`config.mk`:
```
export PLATFORM = sky130hd
export DESIGN_NAME = p1bc_port1_phy_basic_control
export DESIGN_NICKNAME = d
export VERILOG_FILES = /design/src/rtl/p1bc_pkg.sv /design/src/rtl/p1bc_port1_phy_basic_control.sv
export VERILOG_INCLUDE_DIRS = /design/src /design/src/rtl
export SDC_FILE = /design/constraint.sdc
export NUM_CORES = 1
export LEC_CHECK = 0
export BUFFER_PORTS_ARGS = -buffer_cell sky130_fd_sc_hd__buf_2
export CAP_MARGIN = 20
export CORE_ASPECT_RATIO = 1.25
export CORE_UTILIZATION = 40
export DETAILED_ROUTE_END_ITERATION = 7
export PLACE_DENSITY = 0.69
export SLEW_MARGIN = 40
export SYNTH_ARGS = -nofsm -noshare
export SYNTH_HDL_FRONTEND = slang
export SYNTH_SLANG_ARGS = --single-unit
```
`constraint.sdc`:
```
create_clock -name clock -period 6 [get_ports clock]
set_input_delay 0.9 -clock clock [delete_from_list [all_inputs] [get_ports clock]]
set_output_delay 0.9 -clock clock [all_outputs]
set_load 0.005 [all_outputs]
```
`src/rtl/p1bc_defines.svh`:
```
// constants for the port 1 transceiver basic control register bank
// assumes a 32-bit axi4-lite slave, one aligned word per register
`ifndef P1BC_DEFINES_SVH
`define P1BC_DEFINES_SVH
`define P1BC_OFS_BASIC 12'h000
`define P1BC_OFS_ALT 12'h004
`define P1BC_BIT_LOOPBACK 14
`define P1BC_BIT_FORCE100 13
`define P1BC_BIT_ANEN 12
`define P1BC_BIT_PWRDN 11
`define P1BC_BIT_ANRESTART 9
`define P1BC_BIT_FULLDUP 8
`define P1BC_BIT_XALG 5
`define P1BC_BIT_FORCEMDIX 4
`define P1BC_BIT_DISMDIX 3
`define P1BC_BIT_DISFEF 2
`define P1BC_BIT_DISTX 1
`define P1BC_BIT_DISLED 0
`define P1BC_ALT_LOOPBACK 8
`define P1BC_ALT_FORCE100 6
`define P1BC_ALT_ANEN 7
`define P1BC_ALT_PWRDN 11
`define P1BC_ALT_ANRESTART 13
`define P1BC_ALT_FULLDUP 5
`define P1BC_ALT_FORCEMDIX 9
`define P1BC_ALT_DISMDIX 10
`define P1BC_ALT_DISFEF 12
`define P1BC_ALT_DISTX 14
`define P1BC_ALT_DISLED 15
`define P1BC_RESET_CTRL 16'h1020
`define P1BC_WRITE_MASK 16'h7B3F
`define P1BC_RESP_OKAY 2'b00
`define P1BC_RESP_SLVERR 2'b10
`endif

```
`src/rtl/p1bc_pkg.sv`:
```
// types for the port 1 basic control bank
// assumes the constants header is included alongside
package p1bc_pkg;
  typedef enum logic {P1BC_SPEED_10, P1BC_SPEED_100} p1bc_speed_t;
endpackage : p1bc_pkg

```
`src/rtl/p1bc_port1_phy_basic_control.sv`:
```
// port 1 transceiver basic control register with an axi4-lite slave
// assumes synchronous inputs, one clock at 20 MHz, async active-low reset
`timescale 1ns/1ps
`include "p1bc_defines.svh"
module p1bc_port1_phy_basic_control import p1bc_pkg::*; (
  input wire logic clock,
  input wire logic rstn,
  input wire logic [11:0] awaddr,
  input wire logic awvalid,
  output logic awready,
  input wire logic [31:0] wdata,
  input wire logic [3:0] wstrb,
  input wire logic wvalid,
  output logic wready,
  output logic [1:0] bresp,
  output logic bvalid,
  input wire logic bready,
  input wire logic [11:0] araddr,
  input wire logic arvalid,
  output logic arready,
  output logic [31:0] rdata,
  output logic [1:0] rresp,
  output logic rvalid,
  input wire logic rready,
  output logic remoteLoopback,
  output p1bc_speed_t portSpeed,
  output logic fullDuplex,
  output logic powerDown,
  output logic negotiationRestart,
  output logic crossoverAlgorithmSelect,
  output logic autoCrossoverOff,
  output logic forceCrossed,
  output logic farEndFaultDetectOff,
  output logic transmitOff,
  output logic ledOff
);
  logic rstSync1Q, rstSync2Q;
  logic [15:0] ctrlQ, ctrlD;
  logic awHeldQ, wHeldQ;
  logic [11:0] awAddrQ;
  logic [31:0] wDataQ;
  logic [3:0] wStrbQ;
  logic bvalidQ, rvalidQ;
  logic [1:0] brespQ, rrespQ;
  logic [31:0] rdataQ;
  logic restartQ;

  // reset release through two flops
  always_ff @(posedge clock or negedge rstn) begin
    if (!rstn) begin
      rstSync1Q <= 1'b0;
      rstSync2Q <= 1'b0;
    end else begin
      rstSync1Q <= 1'b1;
      rstSync2Q <= rstSync1Q;
    end
  end

  // map basic-view bits to alternate-view positions
  function automatic logic [15:0] toAlt(input logic [15:0] b);
    logic [15:0] a;
    a = 16'h0000;
    a[`P1BC_ALT_LOOPBACK] = b[`P1BC_BIT_LOOPBACK];
    a[`P1BC_ALT_FORCE100] = b[`P1BC_BIT_FORCE100];
    a[`P1BC_ALT_ANEN] = b[`P1BC_BIT_ANEN];
    a[`P1BC_ALT_PWRDN] = b[`P1BC_BIT_PWRDN];
    a[`P1BC_ALT_ANRESTART] = b[`P1BC_BIT_ANRESTART];
    a[`P1BC_ALT_FULLDUP] = b[`P1BC_BIT_FULLDUP];
    a[`P1BC_ALT_FORCEMDIX] = b[`P1BC_BIT_FORCEMDIX];
    a[`P1BC_ALT_DISMDIX] = b[`P1BC_BIT_DISMDIX];
    a[`P1BC_ALT_DISFEF] = b[`P1BC_BIT_DISFEF];
    a[`P1BC_ALT_DISTX] = b[`P1BC_BIT_DISTX];
    a[`P1BC_ALT_DISLED] = b[`P1BC_BIT_DISLED];
    return a;
  endfunction : toAlt

  // inverse mapping, alternate view back to basic layout
  function automatic logic [15:0] fromAlt(input logic [15:0] a);
    logic [15:0] b;
    b = 16'h0000;
    b[`P1BC_BIT_LOOPBACK] = a[`P1BC_ALT_LOOPBACK];
    b[`P1BC_BIT_FORCE100] = a[`P1BC_ALT_FORCE100];
    b[`P1BC_BIT_ANEN] = a[`P1BC_ALT_ANEN];
    b[`P1BC_BIT_PWRDN] = a[`P1BC_ALT_PWRDN];
    b[`P1BC_BIT_ANRESTART] = a[`P1BC_ALT_ANRESTART];
    b[`P1BC_BIT_FULLDUP] = a[`P1BC_ALT_FULLDUP];
    b[`P1BC_BIT_FORCEMDIX] = a[`P1BC_ALT_FORCEMDIX];
    b[`P1BC_BIT_DISMDIX] = a[`P1BC_ALT_DISMDIX];
    b[`P1BC_BIT_DISFEF] = a[`P1BC_ALT_DISFEF];
    b[`P1BC_BIT_DISTX] = a[`P1BC_ALT_DISTX];
    b[`P1BC_BIT_DISLED] = a[`P1BC_ALT_DISLED];
    return b;
  endfunction : fromAlt

  // write channel decode; address and data may come in either order
  wire writeFire = awHeldQ && wHeldQ && !bvalidQ;
  wire hitBasic = awAddrQ[11:2] == 10'(`P1BC_OFS_BASIC >> 2);
  wire hitAlt = awAddrQ[11:2] == 10'(`P1BC_OFS_ALT >> 2);
  wire [15:0] wrBasic = hitAlt ? fromAlt(wDataQ[15:0]) : wDataQ[15:0];
  wire [15:0] laneMask = {{8{wStrbQ[1]}}, {8{wStrbQ[0]}}};
  wire [15:0] altLaneMask = hitAlt ? fromAlt(laneMask) : laneMask;
  wire [15:0] wrMask = `P1BC_WRITE_MASK & altLaneMask;
  assign awready = !awHeldQ;
  assign wready = !wHeldQ;
  assign bvalid = bvalidQ;
  assign bresp = brespQ;

  assign ctrlD = (writeFire && (hitBasic || hitAlt)) ?
    ((ctrlQ & ~wrMask) | (wrBasic & wrMask)) : ctrlQ;

  // write address/data holding and response
  always_ff @(posedge clock or negedge rstSync2Q) begin
    if (!rstSync2Q) begin
      awHeldQ <= 1'b0;
      wHeldQ <= 1'b0;
      awAddrQ <= 12'h000;
      wDataQ <= 32'h0000_0000;
      wStrbQ <= 4'h0;
      bvalidQ <= 1'b0;
      brespQ <= `P1BC_RESP_OKAY;
    end else begin
      if (awvalid && awready) begin
        awHeldQ <= 1'b1;
        awAddrQ <= awaddr;
      end
      if (wvalid && wready) begin
        wHeldQ <= 1'b1;
        wDataQ <= wdata;
        wStrbQ <= wstrb;
      end
      if (writeFire) begin
        awHeldQ <= 1'b0;
        wHeldQ <= 1'b0;
        bvalidQ <= 1'b1;
        brespQ <= (hitBasic || hitAlt) ? `P1BC_RESP_OKAY : `P1BC_RESP_SLVERR;
      end else if (bvalidQ && bready) begin
        bvalidQ <= 1'b0;
      end
    end
  end

  always_ff @(posedge clock or negedge rstSync2Q) begin
    if (!rstSync2Q) begin
      ctrlQ <= `P1BC_RESET_CTRL;
    end else begin
      ctrlQ <= ctrlD;
    end
  end

  // restart pulse when the restart bit goes from zero to one
  always_ff @(posedge clock or negedge rstSync2Q) begin
    if (!rstSync2Q) begin
      restartQ <= 1'b0;
    end else begin
      restartQ <= ctrlD[`P1BC_BIT_ANRESTART] && !ctrlQ[`P1BC_BIT_ANRESTART];
    end
  end

  // read channel: one read at a time, unmapped answers slverr
  wire rdBasic = araddr[11:2] == 10'(`P1BC_OFS_BASIC >> 2);
  wire rdAlt = araddr[11:2] == 10'(`P1BC_OFS_ALT >> 2);
  assign arready = !rvalidQ;
  assign rvalid = rvalidQ;
  assign rdata = rdataQ;
  assign rresp = rrespQ;
  always_ff @(posedge clock or negedge rstSync2Q) begin
    if (!rstSync2Q) begin
      rvalidQ <= 1'b0;
      rdataQ <= 32'h0000_0000;
      rrespQ <= `P1BC_RESP_OKAY;
    end else if (arvalid && arready) begin
      rvalidQ <= 1'b1;
      rdataQ <= {16'h0000, rdAlt ? toAlt(ctrlQ) : (rdBasic ? ctrlQ : 16'h0000)};
      rrespQ <= (rdBasic || rdAlt) ? `P1BC_RESP_OKAY : `P1BC_RESP_SLVERR;
    end else if (rvalidQ && rready) begin
      rvalidQ <= 1'b0;
    end
  end

  // loopback control to the port 1 medium layers
  // turnaround stays below the switch fabric
  assign remoteLoopback = ctrlQ[`P1BC_BIT_LOOPBACK];
  assign portSpeed = ctrlQ[`P1BC_BIT_FORCE100] ? P1BC_SPEED_100 : P1BC_SPEED_10;
  // forced duplex, negotiation never succeeds here
  assign fullDuplex = ctrlQ[`P1BC_BIT_FULLDUP];
  // restart request, no effect on port 1
  assign negotiationRestart = restartQ;
  assign crossoverAlgorithmSelect = ctrlQ[`P1BC_BIT_XALG];
  assign autoCrossoverOff = ctrlQ[`P1BC_BIT_DISMDIX];
  assign forceCrossed = ctrlQ[`P1BC_BIT_FORCEMDIX];
  assign farEndFaultDetectOff = ctrlQ[`P1BC_BIT_DISFEF];
  assign transmitOff = ctrlQ[`P1BC_BIT_DISTX];
  assign ledOff = ctrlQ[`P1BC_BIT_DISLED];
  assign powerDown = ctrlQ[`P1BC_BIT_PWRDN];
endmodule : p1bc_port1_phy_basic_control

```
== Word level (Yosys, flattened, before mapping) ==
Index checks and enable logic that the tools add are counted.

* Register bits: 73
* Word-level logic and storage cells: 59
* Output and inout port bits: 52
* Input bits: 67

* Equal/unequal tests: 2
* Multiplexer cells: 16
* Bitwise gates (word level): 4
* Reduce and logical (&&, ||, !) cells: 22

{| class="wikitable"
|+ Operators by type and width
! cell !! count
|-
| two-way mux 16 bit || 3
|-
| == test 10 x 1 -> 1 bit, second input constant || 2
|-
| zero test 10 bit || 2
|-
| AND 16 x 15 -> 16 bit || 1
|-
| AND 16 bit || 1
|-
| NOT 15 -> 16 bit || 1
|-
| OR 16 bit || 1
|-
| two-way mux 14 bit || 1
|-
| two-way mux 10 bit || 1
|-
| logical AND 1 bit || 9
|-
| two-way mux 1 bit || 9
|-
| nonzero test 2 bit || 4
|-
| zero test 1 bit || 5
|-
| two-way mux 2 bit || 2
|-
| logical OR 1 bit || 2
|}

== Longest topological paths before layout ==
* Depth after elaboration: 7
* Depth in mapped cells: 5
* Gate-level depth less buffers: 4

== Worst setup path after synthesis ==
No wires, ideal clock.

* Path kind: input-to-reg
* Start: in wvalid
* End: reg wDataQ[10]
* Required time: 5.875 ns
* Cell stages on the path: 4
* Arrival: 1.758 ns
* Path buffers: 2
* Library setup time: 0.125 ns
* Slack: 4.117 ns
* Cells stage by stage: nor2b_1 buf_2 buf_2 mux2_2

* Longest elaborated chain between the ends: 1

{| class="wikitable"
|+ RTL lines
! element !! RTL line !! source
|-
| start, declared || p1bc_port1_phy_basic_control.sv:13 || <nowiki>input wire logic wvalid,</nowiki>
|-
| logical AND 1 bit || p1bc_port1_phy_basic_control.sv:126 || <nowiki>if (wvalid && wready) begin</nowiki>
|-
| end signal, assigned || p1bc_port1_phy_basic_control.sv:128 || <nowiki>wDataQ <= wdata;</nowiki>
|-
| end, declared || p1bc_port1_phy_basic_control.sv:41 || <nowiki>logic [31:0] wDataQ;</nowiki>
|}

No other way between the ends.
A chain may end at the register's enable or synchronous reset.

== Worst setup path after layout ==
* Start: in araddr[10]
* End: reg rdataQ[4], in the netlist rdata[4]

* Longest elaborated chain between the ends: 3
* Elaborated cells between the ends (all ways): 4
* Classes of those cells: 1 x eq/ne; 2 x mux; 1 x reduce/logical

{| class="wikitable"
|+ RTL lines
! element !! RTL line !! source
|-
| start, declared || p1bc_port1_phy_basic_control.sv:18 || <nowiki>input wire logic [11:0] araddr,</nowiki>
|-
| zero test 10 bit || p1bc_port1_phy_basic_control.sv:160 || <nowiki>wire rdBasic = araddr[11:2] == 10'(`P1BC_OFS_BASIC >> 2);</nowiki>
|-
| two-way mux 16 bit || p1bc_port1_phy_basic_control.sv:173 || <nowiki>rdataQ <= {16'h0000, rdAlt ? toAlt(ctrlQ) : (rdBasic ? ctrlQ : 16'h0000)};</nowiki>
|-
| two-way mux 16 bit * || p1bc_port1_phy_basic_control.sv:173 ||
|-
| end signal, assigned || p1bc_port1_phy_basic_control.sv:173 ||
|-
| end, declared || p1bc_port1_phy_basic_control.sv:45 || <nowiki>logic [31:0] rdataQ;</nowiki>
|}

Mark *: on every way between the ends. The rest lies on a longest branch, timed or not.

==> impl_results.md <==
- M2 GR Usage: 26.9%
- Worst setup SP type: primary input
- Synthesized instance count: 210
- GRT Util Overall: 16.1%
- Post-Syn Area: 2830 um2
- Slew @ Worst Pin: 784 ps
- Busiest layer in global routing: met2
- TritonRoute pass-1 iters: 4
- Via count of the first global-routing pass: 1903
- DR vias/cell: 4.80
- Initial Util: 42.4%
- Pin count of the biggest net entering global routing: 47
- Leakage power total: 1.76 nW
- Post-route ant nets: 0
- Core area: 6690 um2
- Max-cap violations: 0
- Unique masters post-synth: 29
- R2r setup slk: 4220 ps
- # port buffers: 78
- Yosys Warn Count: 0
- Worst-Skew Late Latency: 340 ps
- Worst hold slack: 188 ps
- Design Area, Final: 3480 um2
- Final hold violations: 0
- CTS buffer count: 9
- Routed via count: 1851
- Clock transition at path regs: 70 ps
- Slew Limit Fails: 0
- Post-synth top area share: 55.6%
- Worst EP required: 6280 ps
- First-pass GRT wire length: 8.97 mm
- Initial antenna violation count: 0
- Largest cells by area after synthesis: dfrtp_1 (56%), mux2_2 (18%), buf_4 (4.8%)
- Ports: 119
- Sequential share of the synthesized area: 57.5%
- Layout Utilization: 52.0%
- Multi-input logic area: 1080 um2
- Crit path max fanout: 7
- Synth-to-layout area growth: 22.6%
- Commonest cells after routing, fill and taps aside: buf_2 (78), dfrtp_1 (62), mux2_2 (46)
- PostCTS Resize Cnt: 0
- DR WL/cell: 13.9 um
- Antenna cells: 0
- CP Capture Type: flip-flop
- Syn Area/Cell: 13.5 um2
- CTS sink count: 65
- Met3 Use GR: 6.35%
- Die height: 96.1 um
- Hold Crit Class: flip-flop to async pin
- Fmax: 513 MHz
- Placed Area: 3260 um2
- Period utilization: 32.5%
- Post-CTS Setup Inserts: 0
- Slew headroom: 47.6%
- Storage cell area: 1630 um2
- Setup TNS: 0 ps
- Worst endpoint data arrival time: 2220 ps
- GR Layer Usage met1: 18.4%
- Routability Congestion: 0.720
- Reg2reg start: awAddrQ[9]
- Leading cell type in the layout, fill and taps excluded: buf_2
- Grt total ovfl: 0
- Status: finished, final reports clean
- Initial DRC count: 87
- Die area: 7430 um2
- CTS max path bufs: 2
- Fill count: 610
- TritonCTS clock tree: done
- Clock skew: 7.04 ps
- Min cycle time layout: 1950 ps
- Die W: 77.3 um
- Hold Buf Count CTS: 0
- Nets@finish: 361
- Path type of the worst setup path: primary input to flip-flop
- Number of remaining DRC errors: 0
- RSZ-0062 raised after global routing: no
- H-tree lvl count: 3
- Layout cell share with drive strength beyond 1: 51.2%
- Design Power: 1.38 mW
- Yosys reg bits: 65
- Num rows: 33
- Power per Cell Area: 398 nW/um2
- Root Driver: clkbuf_8
- Post-DP HPWL: 3.95 mm
- Peak supply drop: 303 uV
- Synth area leader: dfrtp_1
- Final wirelength: 5.35 mm
- Final setup violation count: 0
- Worst r2r path cells: 4
cell families (layout without fill, tap and decap cells):
logic type / count (synthesis) / after routing / synth area share (%)
DFF: 65 / 65 / 57.5
and+or+nand+nor: 35 / 35 / 7.55
AOI/OAI and AO/OA: 21 / 21 / 5.52
other: 2 / 19 / 0.265
buffers and inverters: 30 / 102 / 6.49
muxes: 57 / 57 / 22.7
worst max-delay path: stages:
cell,delay (ps)
buf_2,100
nor4_1,330
nand4_1,320
nor2_1,370
a22o_1,190
through the flow:
stage | cells | setup slack [ps]
floorplan | 227 | 4060
global placement | 370 | 3740
detailed placement | 370 | 3700
CTS | 386 | 4030
global route | 386 | 3860
finish | 386 | 4050
how the worst max path moves through the flow:
stage	start	slack, ps	end
final	araddr[10]	4050	rdata[4]
after global routing	araddr[10]	3860	rdata[2]
after CTS	araddr[10]	4030	rdata[4]
after detailed placement	araddr[10]	3700	rdata[4]
after global placement	araddr[10]	3740	rdata[2]
after floorplan	rstSync2Q	4060	async pin
cells in the mapped netlist, drive strengths merged:
cell     n
buf     21
nor2    10
a21o     1
a32o     4
dfstp    2
a22o     6
nand2b   1
a21oi    1
or2      1
o21a     1
and3b    1
and4     1
nand4    1
nand2    9
nand4b   1
inv      5
mux2    49
clkbuf   4
conb     2
o21ai    8
nor3     2
nor4     3
mux2i    8
dfrtp   63
nor2b    4
nand3    1
cell type report:
type,count,area share (%)
flip-flops and latches,65,46.9
well taps,87,3.13
repair buffers,81,11.9
inverters,5,0.540
clock inverters,5,2.27
clock buffers,11,4.07
multi-input cells,132,31.2
report_power, final:
group          internal [mW]  leakage [nW]  switching (mW)
Clock                  0.245         0.113           0.163
Sequential             0.556         0.814          0.0895
Combinational          0.200         0.831           0.130
Total                   1.00          1.76           0.382
per-layer routing:
metal	wire length, um	vias up
met1	2220	891
met5	0	-
met4	90	0
li1	-	874
met2	2600	77
met3	441	9
No activity file was read; power rests on OpenSTA's default activity.
